File: src/core/cdtwp_defs.svh
/*
 * offsets, field positions, reset values and timing counts of the
 * two-wire command port. assumes a 100 MHz system clock.
 */
`ifndef CDTWP_DEFS_SVH
`define CDTWP_DEFS_SVH

`define CDTWP_OFF_CMD      12'h000
`define CDTWP_OFF_STD      12'h004
`define CDTWP_BIT_RESET    11
`define CDTWP_BIT_RATE     10
`define CDTWP_BIT_ROLE     9
`define CDTWP_BIT_BUSY     8
`define CDTWP_BIT_PINSEL   8
`define CDTWP_STD_RESET    16'h0000
`define CDTWP_CLK_HZ       100000000
`define CDTWP_LO_HZ        100000
`define CDTWP_HI_HZ        400000
// quarter-period counts of the bus clock, rounded down
`define CDTWP_LO_QTR       (`CDTWP_CLK_HZ / (4 * `CDTWP_LO_HZ))
`define CDTWP_HI_QTR       (`CDTWP_CLK_HZ / (4 * `CDTWP_HI_HZ))

`endif

File: src/core/cdtwp_pkg.sv
/*
 * types of the two-wire command port.
 * assumes cdtwp_defs.svh holds the numbers.
 */
package cdtwp_pkg;
    typedef enum logic [3:0] {
        CDTWP_CMD_START  = 4'h0,
        CDTWP_CMD_SEND   = 4'h2,
        CDTWP_CMD_ACKRX  = 4'h4,
        CDTWP_CMD_ACKEND = 4'h6,
        CDTWP_CMD_SADDR  = 4'h9,
        CDTWP_CMD_RXACK  = 4'hc,
        CDTWP_CMD_STOP   = 4'he
    } cdtwp_cmd_t;

    typedef struct packed {
        logic sda_o;
        logic sda_oe;
        logic scl_o;
        logic scl_oe;
    } cdtwp_drv_t;
endpackage

File: src/core/cdtwp_port.sv
/*
 * command-driven two-wire port, master or slave that never matches its own address, on apb.
 * assumes open-drain pads outside: oe high pulls the line low.
 */
`timescale 1ns/100ps
`include "cdtwp_defs.svh"

module cdtwp_port
    import cdtwp_pkg::*;
(
    input  wire logic        clk,
    input  wire logic        rst,
    input  wire logic        psel,
    input  wire logic        penable,
    input  wire logic        pwrite,
    input  wire logic [11:0] paddr,
    input  wire logic [31:0] pwdata,
    output logic      [31:0] prdata,
    output logic             pready,
    output logic             pslverr,
    input  wire logic        primary_data_pin_i,
    input  wire logic        primary_clock_pin_i,
    input  wire logic        alt_data_pin_i,
    input  wire logic        alt_clock_pin_i,
    output cdtwp_drv_t       primary_drv,
    output cdtwp_drv_t       alt_drv
);
    typedef enum logic [2:0] {
        ST_IDLE, ST_START, ST_BIT, ST_STOP
    } cdtwp_st_t;

    localparam logic [15:0] LO_Q = 16'(`CDTWP_LO_QTR);
    localparam logic [15:0] HI_Q = 16'(`CDTWP_HI_QTR);

    cdtwp_st_t   st_r;
    logic [15:0] std_r;
    logic        rate_r, role_r, busy_r;
    logic [7:0]  tx_r, rx_r, own_r;
    logic [3:0]  cmd_r;
    logic [3:0]  nbit_r;
    logic [8:0]  sh_r;
    logic        rxmode_r, rxnext_r;
    logic [1:0]  ph_r;
    logic [15:0] cnt_r;
    logic        tick;
    logic        sda_lo_r, scl_lo_r;
    logic        mack_r;
    logic [1:0]  sda_s_r, scl_s_r;
    logic        sda_in, scl_in, scl_d_r;
    logic        wr_cmd, wr_std, rd_ok, soft_rst;

    // apb: zero wait states, unmapped reads give zero with an error
    assign pready  = 1'b1;
    assign rd_ok   = paddr == `CDTWP_OFF_CMD || paddr == `CDTWP_OFF_STD;
    assign pslverr = psel & penable & ~rd_ok;
    assign wr_cmd  = psel & penable & pwrite & paddr == `CDTWP_OFF_CMD;
    assign wr_std  = psel & penable & pwrite & paddr == `CDTWP_OFF_STD;
    assign soft_rst = wr_cmd & pwdata[`CDTWP_BIT_RESET];

    // read data registered from state; command and reset read zero
    always_ff @(posedge clk) begin
        if (rst) begin
            prdata <= 32'h0;
        end else if (psel & ~penable) begin
            if (paddr == `CDTWP_OFF_CMD)
                prdata <= {21'h0, rate_r, role_r, busy_r,
                           rx_r};
            else if (paddr == `CDTWP_OFF_STD)
                prdata <= {16'h0, std_r};
            else
                prdata <= 32'h0;
        end
    end

    // standard control register, only pin select acts here
    always_ff @(posedge clk) begin
        if (rst)
            std_r <= `CDTWP_STD_RESET;
        else if (wr_std)
            std_r <= pwdata[15:0];
    end

    // rate and role load on every command write, soft reset included; rate is low after power-on
    always_ff @(posedge clk) begin
        if (rst) begin
            rate_r <= 1'b0;
            role_r <= 1'b0;
        end else if (wr_cmd) begin
            rate_r <= pwdata[`CDTWP_BIT_RATE];
            role_r <= pwdata[`CDTWP_BIT_ROLE];
        end
    end

    // selected pins pass two flops before any logic reads them
    always_ff @(posedge clk) begin
        if (rst) begin
            sda_s_r <= 2'b11;
            scl_s_r <= 2'b11;
            scl_d_r <= 1'b1;
        end else begin
            sda_s_r <= {sda_s_r[0], std_r[`CDTWP_BIT_PINSEL] ?
                        alt_data_pin_i : primary_data_pin_i};
            scl_s_r <= {scl_s_r[0], std_r[`CDTWP_BIT_PINSEL] ?
                        alt_clock_pin_i : primary_clock_pin_i};
            scl_d_r <= scl_s_r[1];
        end
    end
    assign sda_in = sda_s_r[1];
    assign scl_in = scl_s_r[1];

    // quarter-bit divider gives one-cycle ticks for master timing
    always_ff @(posedge clk) begin
        if (rst || st_r == ST_IDLE)
            cnt_r <= 16'h0;
        else if (tick)
            cnt_r <= 16'h0;
        else
            cnt_r <= cnt_r + 16'h1;
    end
    assign tick = cnt_r == (rate_r ? HI_Q : LO_Q) - 16'h1;

    // command engine: every bit is nbit_r-counted over the shifter
    always_ff @(posedge clk) begin
        if (rst || soft_rst) begin
            st_r     <= ST_IDLE;
            busy_r   <= 1'b0;
            sda_lo_r <= 1'b0;
            scl_lo_r <= 1'b0;
            ph_r     <= 2'd0;
            nbit_r   <= 4'd0;
            sh_r     <= 9'h1ff;
            rxmode_r <= 1'b0;
            rxnext_r <= 1'b0;
            rx_r     <= 8'h0;
            own_r    <= 8'h0;
            mack_r   <= 1'b1;
            cmd_r    <= 4'h0;
        end else if (wr_cmd && st_r == ST_IDLE) begin
            cmd_r  <= pwdata[15:12];
            busy_r <= 1'b1;
            ph_r   <= 2'd0;
            unique case (pwdata[15:12])
                CDTWP_CMD_START: begin
                    st_r <= role_r ? ST_IDLE : ST_START;
                    busy_r <= ~role_r;
                    sh_r <= {pwdata[7:0], 1'b1};
                    // a read address leaves its ack slot to the 1100 code
                    nbit_r <= pwdata[0] ? 4'd8 : 4'd9;
                    rxmode_r <= 1'b0;
                end
                CDTWP_CMD_SEND: begin
                    st_r <= ST_BIT;
                    sh_r <= {pwdata[7:0], 1'b1};
                    nbit_r <= 4'd9;
                    rxmode_r <= 1'b0;
                end
                CDTWP_CMD_ACKRX: begin
                    st_r <= ST_BIT;
                    sh_r <= {role_r ? 1'b0 : pwdata[7], 8'hff};
                    // ack bit alone; the byte after it is the reload
                    nbit_r <= 4'd1;
                    rxmode_r <= ~role_r;
                    rxnext_r <= 1'b1;
                end
                CDTWP_CMD_ACKEND: begin
                    st_r <= role_r ? ST_IDLE : ST_BIT;
                    busy_r <= ~role_r;
                    sh_r <= {pwdata[7], 8'hff};
                    nbit_r <= 4'd1;
                    rxmode_r <= 1'b0;
                end
                CDTWP_CMD_SADDR: begin
                    own_r <= pwdata[7:0];
                    st_r <= ST_IDLE;
                    busy_r <= 1'b0;
                end
                CDTWP_CMD_RXACK: begin
                    st_r <= role_r ? ST_IDLE : ST_BIT;
                    busy_r <= ~role_r;
                    sh_r <= 9'h1ff;
                    nbit_r <= 4'd1;
                    rxmode_r <= 1'b1;
                    rxnext_r <= 1'b0;
                end
                CDTWP_CMD_STOP: begin
                    st_r <= role_r ? ST_BIT : ST_STOP;
                    sh_r <= {role_r & ~rxmode_r ? 1'b1 : pwdata[7], 8'hff};
                    nbit_r <= 4'd1;
                    rxmode_r <= 1'b0;
                end
                default: begin  // reserved codes do nothing
                    st_r <= ST_IDLE;
                    busy_r <= 1'b0;
                end
            endcase
        end else if (st_r != ST_IDLE && role_r) begin
            // slave: drive on scl low, sample on scl rise
            if (!scl_in && scl_d_r)
                sda_lo_r <= ~sh_r[8];
            else if (scl_in && !scl_d_r) begin
                sh_r <= {sh_r[7:0], sda_in};
                nbit_r <= nbit_r - 4'd1;
                if (nbit_r == 4'd1) begin
                    mack_r <= sda_in;
                    rx_r <= sh_r[7:0];
                    st_r <= ST_IDLE;
                    busy_r <= 1'b0;
                end
            end
        end else if (tick) begin
            ph_r <= ph_r + 2'd1;
            unique case (st_r)
                ST_START: begin
                    // sda falls while scl high, then scl falls
                    if (ph_r == 2'd1)
                        sda_lo_r <= 1'b1;
                    if (ph_r == 2'd3) begin
                        scl_lo_r <= 1'b1;
                        st_r <= ST_BIT;
                    end
                end
                ST_BIT: begin
                    if (ph_r == 2'd0)
                        sda_lo_r <= ~sh_r[8];
                    if (ph_r == 2'd1)
                        scl_lo_r <= 1'b0;
                    if (ph_r == 2'd2 && scl_in) begin
                        sh_r <= {sh_r[7:0], sda_in};
                        nbit_r <= nbit_r - 4'd1;
                    end
                    if (ph_r == 2'd2 && !scl_in)
                        ph_r <= ph_r;  // clock stretched
                    if (ph_r == 2'd3) begin
                        scl_lo_r <= 1'b1;
                        if (nbit_r == 4'd0) begin
                            // sent bytes must not clobber the last rx byte
                            if (rxmode_r)
                                rx_r <= sh_r[7:0];
                            if (cmd_r == CDTWP_CMD_RXACK && !sh_r[0]) begin
                                sh_r <= 9'h1ff;  // ack low, read byte
                                nbit_r <= 4'd8;
                                cmd_r <= CDTWP_CMD_SEND;
                            end else if (rxnext_r) begin
                                rxnext_r <= 1'b0;
                                sh_r <= 9'h1ff;
                                nbit_r <= 4'd8;
                            end else begin
                                st_r <= ST_IDLE;
                                busy_r <= 1'b0;
                            end
                        end
                    end
                end
                ST_STOP: begin
                    // sda low, scl released, then sda released
                    if (ph_r == 2'd0)
                        sda_lo_r <= 1'b1;
                    if (ph_r == 2'd1)
                        scl_lo_r <= 1'b0;
                    if (ph_r == 2'd3) begin
                        sda_lo_r <= 1'b0;
                        st_r <= ST_IDLE;
                        busy_r <= 1'b0;
                    end
                end
                default: st_r <= ST_IDLE;
            endcase
        end
    end

    // pin pair routing: unselected pair never driven
    always_comb begin
        primary_drv = '{sda_o: 1'b0, sda_oe: 1'b0, scl_o: 1'b0, scl_oe: 1'b0};
        alt_drv     = '{sda_o: 1'b0, sda_oe: 1'b0, scl_o: 1'b0, scl_oe: 1'b0};
        if (std_r[`CDTWP_BIT_PINSEL]) begin
            alt_drv.sda_oe = sda_lo_r;
            alt_drv.scl_oe = scl_lo_r;
        end else begin
            primary_drv.sda_oe = sda_lo_r;
            primary_drv.scl_oe = scl_lo_r;
        end
    end
endmodule  // cdtwp_port

File: config.mk
export PLATFORM = sky130hd
export DESIGN_NAME = cdtwp_port
export DESIGN_NICKNAME = d
export VERILOG_FILES = /design/src/core/cdtwp_pkg.sv /design/src/core/cdtwp_port.sv
export VERILOG_INCLUDE_DIRS = /design/src /design/src/core
export SDC_FILE = /design/constraint.sdc
export NUM_CORES = 1
export LEC_CHECK = 0
export BUFFER_PORTS_ARGS = -buffer_cell sky130_fd_sc_hd__buf_2
export CAP_MARGIN = 20
export CORE_MARGIN = 4
export CORE_UTILIZATION = 55
export DETAILED_ROUTE_END_ITERATION = 8
export PLACE_DENSITY = 0.78
export SLEW_MARGIN = 20
export SYNTH_ARGS = -nofsm -noshare
export SYNTH_HDL_FRONTEND = slang
export SYNTH_SLANG_ARGS = --single-unit
File: constraint.sdc
create_clock -name clk -period 2.2 [get_ports clk]
set_input_delay 0.33 -clock clk [delete_from_list [all_inputs] [get_ports clk]]
set_output_delay 0.33 -clock clk [all_outputs]
set_load 0.01 [all_outputs]
==> results.md, run 1 <==
* Outcome: complete, no violations
* RSZ-0062 raised after global routing: false
* Critical Path AT at around 2.4 ns
* Longest Clk Path Bufs at 2
* CP Launch Type: flip-flop
* Final period utilization at between 90% and 100%
* Vias in the first global route at between 3000 and 4000
* Largest net degree at the start of global routing at 26
* Minimum clock period at ~2.1 ns
* Layout cells sized above 1 at 20.17%
* Initial Util at roughly 58%
* Req. time, crit path at 2.50 ns
* Die width at a little under 100 µm
* Clock Skews at between 0.009 and 0.01 ns
* Antenna violations before repair at 0
* IR drop worst, VDD at ~0.00024 V
* Met1 usage at a little under a third
* Commonest non-fill, non-tap cell in the layout: dfxtp_1
* Routed WL at ~11000 µm
* Yosys warns at 0
* Average size of a mapped cell at 8.324 µm²
* CTS buffer count at 9
* Netlist cell types at 70
* Clock root cell: clkbuf_8
* GR Overflow Total at 0
* Fmax at roughly 0.48 GHz
* Via-to-Cell Ratio at slightly below 6
* Busiest grt layer: met2
* DP HPWL at between 7000 and 8000 µm
* Clk sink count at 89
* Crit path max fanout at 5
* Setup_tns at 0 ns
* Full die area at 9766 µm²
* Crit Path Category: flip-flop to flip-flop
* Mapped Area at about 4500 µm²
* # H-tree levels at 3
* Prevailing post-synth register cell: dfxtp_1
* Worst r2r src: ph_r[1]
* First-pass GRT wire length at ~18000 µm
* Total Power at a little under 3 mW
* Finished Core Util at between 60 and 70%
* Worst skew pair latency at 0.36 ns
* Async SR Flop Fraction at 0%
* Clock slew at reported path FFs at 0.09 ns
* Hold Fails Final Rpt at 0
* Total iterations of the first detailed-routing run at 5
* EDFF count, synth at 0
* Max Slew Vio Count at 0
* Area delta synth->final at 11.56%
* Critical path origin: ph_r[1]
* Post-synthesis cell count at approximately 550
* Power per cell area at approximately 580 nW/µm²
* NumNets Final at between 600 and 700
* Met3 Usage GRT at around 3.4%
* Total core area at a little under 8000 µm²
* Slew at the pin with the worst max-slew slack at approximately 0.63 ns
* Maxcap violations at 0
* Worst slew margin at between 50 and 60%
* DRT antenna net count at 0
* DRC viols at 0
* P_leak at about 1.9 nW
* Sequential share of the synthesized area at around two fifths
* M2 GR Usage at a little over a third
* Synthesized flop and latch total at between 80 and 90
* Setup violators final at 0
* Iter 0 DRT Violations at between 200 and 250
* Gpl congestion at 0.9012
* Die height at a little under 100 µm
* I/O pin count at 95
* Gr usage total at between 20% and 30%
* Buffers on Ports at between 50 and 60
* Hold WC Path Type: primary input to flip-flop
* Wire per inst at between 15 and 20 µm
* Row count at 32
* Ant diodes at 0
* TritonCTS clock tree: built
* Cts hold-fix bufs at 0
* Via count at about 4100
* HP Start: alt_data_pin_i
* Post-CTS setup buffers at 0
* Most frequent cells in the layout: 89 x dfxtp_1, 70 x nand2_1, 57 x buf_2
* Critical path endpoint category: flip-flop
==> routing by layer <==
metal | share of wire, % | vias to the layer above
li1 | - | 1999
met1 | 45 | 1880
met2 | 47 | 154
met3 | 6.3 | 17
met4 | 1.3 | 0
met5 | 0 | -
==> cells by family (layout without fill, tap and decap cells) <==
| kind of cell | after synthesis | after routing | share of synthesized area (%) |
|---|---|---|---|
| simple gates | 213 | 213 | 23.94 |
| compound gates | 137 | 137 | 20.02 |
| flops | 89 | 89 | 39.27 |
| buf+inv | 68 | 104 | 8.384 |
| xor+xnor | 15 | 15 | 2.896 |
| mux | 13 | 13 | 3.116 |
| fa+ha+maj | 8 | 8 | 2.206 |
| other cells | 2 | 21 | 0.1655 |
==> synth_stat cells (4+ instances only) <==
library cell / count / area (µm²)
mux2_2: 9 / 101.4
nor2_1: 41 / 153.9
dfxtp_1: 89 / 1782
or3_1: 4 / 25.02
mux2i_1: 4 / 40.04
and3_1: 5 / 31.28
nor2b_1: 7 / 43.79
clkbuf_1: 17 / 63.81
a221oi_1: 12 / 105.1
buf_2: 13 / 65.06
buf_4: 27 / 202.7
xnor2_1: 7 / 61.31
or2_2: 4 / 25.02
a21oi_1: 37 / 185.2
xor2_1: 8 / 70.07
o21ai_0: 9 / 45.04
o22ai_1: 11 / 68.82
nand4_1: 4 / 25.02
ha_1: 8 / 100.1
nand3_1: 26 / 130.1
a31oi_1: 11 / 68.82
and2_1: 8 / 50.05
nand2_1: 70 / 262.8
o21ai_1: 19 / 95.09
inv_1: 10 / 37.54
nand2b_1: 6 / 37.54
nor3_1: 17 / 85.08
==> sequential cells by signal, indices dropped and copies added, names as in the netlist, 4 cells and up <==
name / flops
cnt_r: 16
prdata: 16
std_r: 16
sh_r: 9
rx_r: 8
cmd_r: 4
nbit_r: 4
==> worst paths after layout <==
check / endpoint / slack (ns) / cells after the start
worst max-delay path: cmd_r[1] / 0.1 / 6
worst min-delay path: sda_s_r[0] / 0.18 / 2
worst max register to register: cmd_r[1] / 0.1 / 6
worst min register to register: scl_s_r[1] / 0.42 / 1
==> layout make-up <==
class / count / area (µm²)
clock inverters: 5 / 56.30
inverters: 10 / 37.54
multi-input cells: 407 / 2471
flip-flops and latches: 89 / 1782
repair buffers: 78 / 455.4
clock buffers: 11 / 131.4
fillers: 674 / 2826
well taps: 102 / 127.6
==> power breakdown <==
part           internal, mW  total (mW)  switching (mW)
clock                 0.524        1.09           0.570
combinational        0.0731       0.200           0.127
sequential             1.62        1.63         0.00755
total                  2.22        2.93           0.704
==> what timing repair did <==
item / in CTS / in global routing
hold endpoints to repair: 0 / 0
resized for setup: 0 / 3
endpoints found under the setup margin: 0 / 24
==> critical path: stages, from the launching register on <==
cell       delay, ns
dfxtp_1         0.40
ha_1            0.30
nand4bb_1       0.25
or3_1           0.41
or3b_1          0.42
nand2_1         0.09
o221a_2         0.18
==> metrics by stage <==
step           hold WS, ns  worst slack [ns]  instance area, µm²  cells
6_report            0.1767           0.09672                5061    702
5_1_grt             0.1825          0.005790                5061    702
4_1_cts             0.1652            0.1099                5042    702
3_5_place_dp        0.4061            0.1261                4855    686
3_3_place_gp        0.3988            0.1661                4855    686
2_1_floorplan       0.3895            0.4104                4608    564
No activity file was read; power rests on OpenSTA's default activity.
==> inputs of run 2 (changes only) <==
--- a/config.mk
+++ b/config.mk
@@ -11,6 +11,7 @@
 export CORE_MARGIN = 4
 export CORE_UTILIZATION = 55
 export DETAILED_ROUTE_END_ITERATION = 8
+export MAX_ROUTING_LAYER = met4
 export PLACE_DENSITY = 0.78
 export SLEW_MARGIN = 20
 export SYNTH_ARGS = -nofsm -noshare
==> run 2 against run 1 <==
  * Count of clock-buffer cells in the layout stayed put
  * Global-route usage up 0.64 points
  * Die area did not move
  * Clock power barely moved
  * Hold slack worse by 0.0054 ns
  * Final cell count unchanged
  * Via count rose by 0.52%
  * Non-clock buffer count did not move
  * Core utilization did not move
  * Critical path type unchanged
==> results.md, run 2 (synthesis gave the netlist of run 1 again) <==
* Outcome: complete, no violations
* Slowest CP cell: or3b_1
* Longest Clk Path Bufs at 2
* Gpl congestion at 0.9166
* CP peak stage delay at 0.42 ns
* Critical Path AT at 2.40 ns
* Setup crit end: cmd_r[1]
* Via count at between 4000 and 5000
* Initial Util at between 50% and 60%
* Maxcap violations at 0
* Cts hold-fix bufs at 0
* Full die area at around 9800 µm²
* Final period utilization at 95.27%
* CP cell instances: ha_1 -> nand4bb_1 -> or3_1 -> or3b_1 -> nand2_1 -> o221a_2
* Worst slew margin at 57.90%
* Hold path cells at 2
* Min Hold Slack at 0.1714 ns
* IR drop worst, VDD at 0.0002440 V
* Via-to-Cell Ratio at between 5 and 6
* Biggest regs: cnt_r x16, prdata x16, std_r x16
* Die width at slightly below 100 µm
* Reg power frac at a little under three fifths
* RSZ-0062 raised after global routing: false
* P_leak at about 1.9 nW
* Hold WC Path Type: primary input to flip-flop
* Slew at the pin with the worst max-slew slack at between 0.6 and 0.7 ns
* TritonCTS clock tree: built
* Logic pwr share at slightly below 7%
* Critical path endpoint category: flip-flop
* Clock Skews at approximately 0.0097 ns
* Cell internal pwr at roughly 2.2 mW
* Routed WL at between 10000 and 15000 µm
* Most frequent cells in the layout: 89 x dfxtp_1, 70 x nand2_1, 57 x buf_2
* Row count at 32
* Net Switching at between 0.7 and 0.8 mW
* Ant diodes at 0
* Req. time, crit path at approximately 2.5 ns
* Levels on crit path at 6
* Clk sink count at around 90
* CTS buffer count at 9
* NumNets Final at between 600 and 700
* Fmax at about 0.48 GHz
* Wire per inst at 15.56 µm
* Hold Fails Final Rpt at 0
* Final worst slack at 0.1041 ns
* Max Slew Vio Count at 0
* Gr usage total at about 23%
* CP Launch Type: flip-flop
* Placed Cells at between 600 and 700
* Total core area at between 7000 and 8000 µm²
* CP bufs+invs at 0
* GR Overflow Total at 0
* Layout cells sized above 1 at a little over 20%
* DRC viols at 0
* Buffers on Ports at 57
* First-pass GRT wire length at between 15000 and 20000 µm
* Worst skew pair latency at ~0.36 ns
* Minimum clock period at about 2.1 ns
* Commonest non-fill, non-tap cell in the layout: dfxtp_1
* Critical path origin: ph_r[0]
* Critical R2R Capture: cmd_r[1]
* Cell family with most CP delay: simple AND/OR/NAND/NOR gates
* Non-filler instance count after layout at between 700 and 800
* Worst R2R Path Depth at 6
* # H-tree levels at 3
* Crit Path Category: flip-flop to flip-flop
* Worst R2R Setup Slack at between 0.1 and 0.15 ns
* DRT antenna net count at 0
* Setup_tns at 0 ns
* Iter 0 DRT Violations at about 230
* Clock root cell: clkbuf_8
* Setup WS pre-CTS at around 0.13 ns
* Area delta synth->final at 11.56%
* Switching Share at between 20 and 25%
* Power per cell area at between 500 and 600 nW/µm²
* Antenna violations before repair at 0
* Total iterations of the first detailed-routing run at 5
* Worst r2r src: ph_r[0]
* Largest net degree at the start of global routing at 26
* I/O pin count at 95
* Clock slew at reported path FFs at 0.09 ns
* Post-CTS setup buffers at 0
* Setup violators final at 0
* DP HPWL at 7937 µm
* Clock share of power at between 30% and 40%
* Vias in the first global route at ~3800
* Crit path max fanout at 5
* Die height at 98.83 µm
[run 2: cell counts in the layout (fill, tap and decap cells not counted)]
No cell type changed its count.
[run 2: worst min path at each step]
stage	startpoint	end	slack (ns)
final	alt_data_pin_i	sda_s_r[0]	0.17
after detailed placement	scl_s_r[0]	scl_s_r[1]	0.41
after CTS	alt_data_pin_i	sda_s_r[0]	0.17
after global placement	scl_s_r[0]	scl_s_r[1]	0.40
after global routing	alt_data_pin_i	sda_s_r[0]	0.19
after floorplan	scl_s_r[0]	scl_s_r[1]	0.39
[run 2: layout make-up]
class	instances	area, µm²
clock inverter	5	56.30
multi-input combinational	407	2471
tap	102	127.6
timing repair buffer	78	455.4
inverter	10	37.54
fill	674	2826
sequential	89	1782
clock buffer	11	131.4
[run 2: power by group through the flow]
stage	sequential [mW]	clock, mW	combinational, mW
floorplan	1.67	0	0.134
global placement	1.67	0	0.194
detailed placement	1.67	0	0.196
CTS	1.63	1.11	0.196
global route	1.63	1.17	0.219
finish	1.63	1.10	0.200
[run 2: layer usage]
metal  GRT usage, %  up-vias  wire length, µm
met2          36.00      162             5179
met3          3.114       18              724
met5              -        -                0
met4          7.668        0              137
met1          30.93     1890             4884
li1               -     2001                -
[run 2: timing repair]
item                                   CTS  global route
endpoints found under the hold margin    0             0
gates resized for setup                  0             3
setup endpoints to repair                0            24
[run 2: stage by stage]
stage               total power [mW]  cell area [µm²]  util [%]
floorplan                      1.809             4608         -
global placement               1.864             4855     61.55
detailed placement             1.866             4855     61.55
CTS                            2.941             5042     63.93
global route                   3.027             5061     64.17
finish                         2.928             5061     64.17
==> inputs of run 3 (changes only) <==
--- a/config.mk
+++ b/config.mk
@@ -6,13 +6,14 @@
 export SDC_FILE = /design/constraint.sdc
 export NUM_CORES = 1
 export LEC_CHECK = 0
+export ABC_AREA = 1
 export BUFFER_PORTS_ARGS = -buffer_cell sky130_fd_sc_hd__buf_2
 export CAP_MARGIN = 20
 export CORE_MARGIN = 4
 export CORE_UTILIZATION = 55
 export DETAILED_ROUTE_END_ITERATION = 8
 export MAX_ROUTING_LAYER = met4
-export PLACE_DENSITY = 0.78
+export PLACE_DENSITY = 0.77
 export SLEW_MARGIN = 20
 export SYNTH_ARGS = -nofsm -noshare
 export SYNTH_HDL_FRONTEND = slang
==> run 3 against run 2 <==
  * Total power is 0.96% lower
  * Hold slack improved by 0.013 ns
  * Global-route usage decreased by 0.23 points
  * Via count is 10% higher
  * Critical endpoint is now sh_r[6]
  * Final cell count is 22% higher
  * Critical path type unchanged
  * Non-clock buffer count shrank 14
==> results.md, run 3 <==
* Prevailing post-synth register cell: dfxtp_1
* Fmax at roughly 0.54 GHz
* Synth area leaders: dfxtp_1 36%, nand2_1 9.9%, inv_1 6.9%
* Maxcap violations at 0
* Worst R2R Path Depth at 8
* Full die area at ~11000 µm²
* Via-to-Cell Ratio at between 5 and 6
* NumNets Final at ~800
* Minimum clock period at approximately 1.8 ns
* CP Launch Type: flip-flop
* P_leak at around 2.5 nW
* Via count at 4495
* Cts hold-fix bufs at 0
* Clock Skews at 0.02203 ns
* TritonCTS clock tree: built
* Critical path endpoint category: flip-flop
* Synth Area in XOR/XNOR at 1.054%
* Synth Area in Simple Gates at around 30%
* Setup_tns at 0 ns
* EDFF count, synth at 0
* RSZ-0062 raised after global routing: false
* Buffers on Ports at 57
* Hold Fails Final Rpt at 0
* Power per cell area at ~540 nW/µm²
* GR Overflow Total at 0
* Crit Path Category: flip-flop to flip-flop
* Adder-cell share of the synthesized area at between 2 and 2.5%
* Main combinational cell family by area after synthesis: simple AND/OR/NAND/NOR gates
* Sequential share of the synthesized area at a little over a third
* Commonest non-fill, non-tap cell in the layout: nand2_1
* Final period utilization at 83.43%
* Worst path most repeated cell: inv_2
* Layout cells sized above 1 at approximately a fifth
* Synthesized flop and latch total at 89
* Biggest regs: cnt_r x16, prdata x16, std_r x16
* Antenna violations before repair at 0
* Gpl congestion at 0.9612
* Total iterations of the first detailed-routing run at 5
* Req. time, crit path at between 2 and 2.5 ns
* Most frequent cells in the layout: 132 x nand2_1, 92 x inv_1, 89 x dfxtp_1
* CP peak stage delay at between 0.4 and 0.5 ns
* Routed WL at roughly 11000 µm
* DRT antenna net count at 0
* Levels on crit path at 8
* Async SR Flop Fraction at 0%
* Post-synthesis cell count at 690
* Max Slew Vio Count at 0
* Post-synthesis compound-gate area fraction at 17.03%
* Slowest CP cell: dfxtp_1
* Outcome: complete, no violations
* CTS buffer count at 9
* Count leader, synth: nand2_1
* DP HPWL at about 8700 µm
* Area delta synth->final at 8.229%
* Setup violators final at 0
* Crit path max fanout at 18
* Gr usage total at between 20% and 30%
* Largest net degree at the start of global routing at 37
* Hold path cells at 3
* Finished Core Util at between 60% and 70%
* Wire per inst at 13.43 µm
* CP cell instances: nor2_4 -> nand4_4 -> inv_2 -> nand2_2 -> nand3_4 -> inv_2 -> nand2_1 -> nand3_1
* I/O pin count at 95
* Critical Path AT at about 2.1 ns
* Worst skew pair latency at approximately 0.37 ns
* Row count at 34
* Post-CTS setup buffers at 0
* Total core area at between 8000 and 9000 µm²
* Ant diodes at 0
* Die width at between 100 and 150 µm
* Fillers at about 810
* Clk sink count at slightly below 90
* Iter 0 DRT Violations at 250
* Vias in the first global route at 4044
* DRC viols at 0
* Synth area leader: dfxtp_1
* Clock root cell: clkbuf_8
* Mux contribution to synthesized area at 0%
* Netlist cell types at 44
* Initial Util at 56.91%
* Average size of a mapped cell at a little over 7 µm²
* Cell family with most CP delay: simple AND/OR/NAND/NOR gates
* Hold WC Path Type: primary input to flip-flop
* Top-area cell type share of the netlist area at 35.73%
* IR drop worst, VDD at roughly 0.00030 V
* Yosys warns at 0
* Longest Clk Path Bufs at 2
* First-pass GRT wire length at around 19000 µm
* Die height at ~100 µm
* # H-tree levels at 3
* Clock slew at reported path FFs at around 0.090 ns
* Top cells by count, synth: 132 x nand2_1, 92 x inv_1, 89 x dfxtp_1
* # resized after CTS at 0
* CP bufs+invs at 2
* Mapped Area at 4987 µm²
[run 3: layer usage]
layer / wire, µm / part of all wire [%] / global-route usage [%]
met4: 112 / 0.98 / 5.378
met2: 5295 / 46 / 35.62
met1: 5329 / 47 / 30.78
met3: 720 / 6.3 / 4.494
met5: 0 / 0 / -
[run 3: worst min-delay path, stage by stage]
cell and delay (ns):
buf_2 0.08, nand2_1 0.04, nand3_1 0.05
[run 3: through the flow]
| stage | hold WS (ns) | power [mW] | cells | setup WS, ns | instance area (µm²) |
|---|---|---|---|---|---|
| floorplan | 0.3895 | 1.829 | 709 | 0.6798 | 5059 |
| global placement | 0.3994 | 1.882 | 837 | 0.3140 | 5219 |
| detailed placement | 0.3994 | 1.886 | 837 | 0.2756 | 5219 |
| CTS | 0.1777 | 2.919 | 853 | 0.3835 | 5398 |
| global route | 0.1845 | 3.024 | 853 | 0.2327 | 5398 |
| finish | 0.1839 | 2.900 | 853 | 0.3646 | 5398 |
[run 3: final cells by class]
cell class                 count  area [µm²]  area share, %
clock inverter                 6       51.30         0.9504
inverter                     103       396.6          7.348
timing repair buffer          64       337.8          6.259
clock buffer                  10       127.6          2.364
tap                          108       135.1          2.503
sequential                    89        1782          33.01
multi-input combinational    473        2567          47.57
[run 3: cells by family (layout without fill, tap and decap cells)]
| group | Yosys count | in the layout |
|---|---|---|
| AOI/OAI and AO/OA | 138 | 138 |
| xor gates and xnor gates | 6 | 6 |
| adders and majority gates | 8 | 8 |
| buffers and inverters | 147 | 183 |
| DFF | 89 | 89 |
| other | 2 | 21 |
| and+or+nand+nor | 300 | 300 |
[run 3: worst paths after layout]
kind                        from  slack (ns)          to
max                      st_r[0]        0.36     sh_r[6]
min          primary_clock_pin_i        0.18  scl_s_r[0]
max reg2reg              st_r[0]        0.36     sh_r[6]
min reg2reg           sda_s_r[0]        0.41  sda_s_r[1]
[run 3: where the power goes]
group	leakage (nW)	internal, mW	switching, mW	total, mW
Clock	0.0810	0.425	0.624	1.05
Sequential	0.721	1.63	0.00982	1.64
Combinational	1.73	0.0729	0.138	0.211
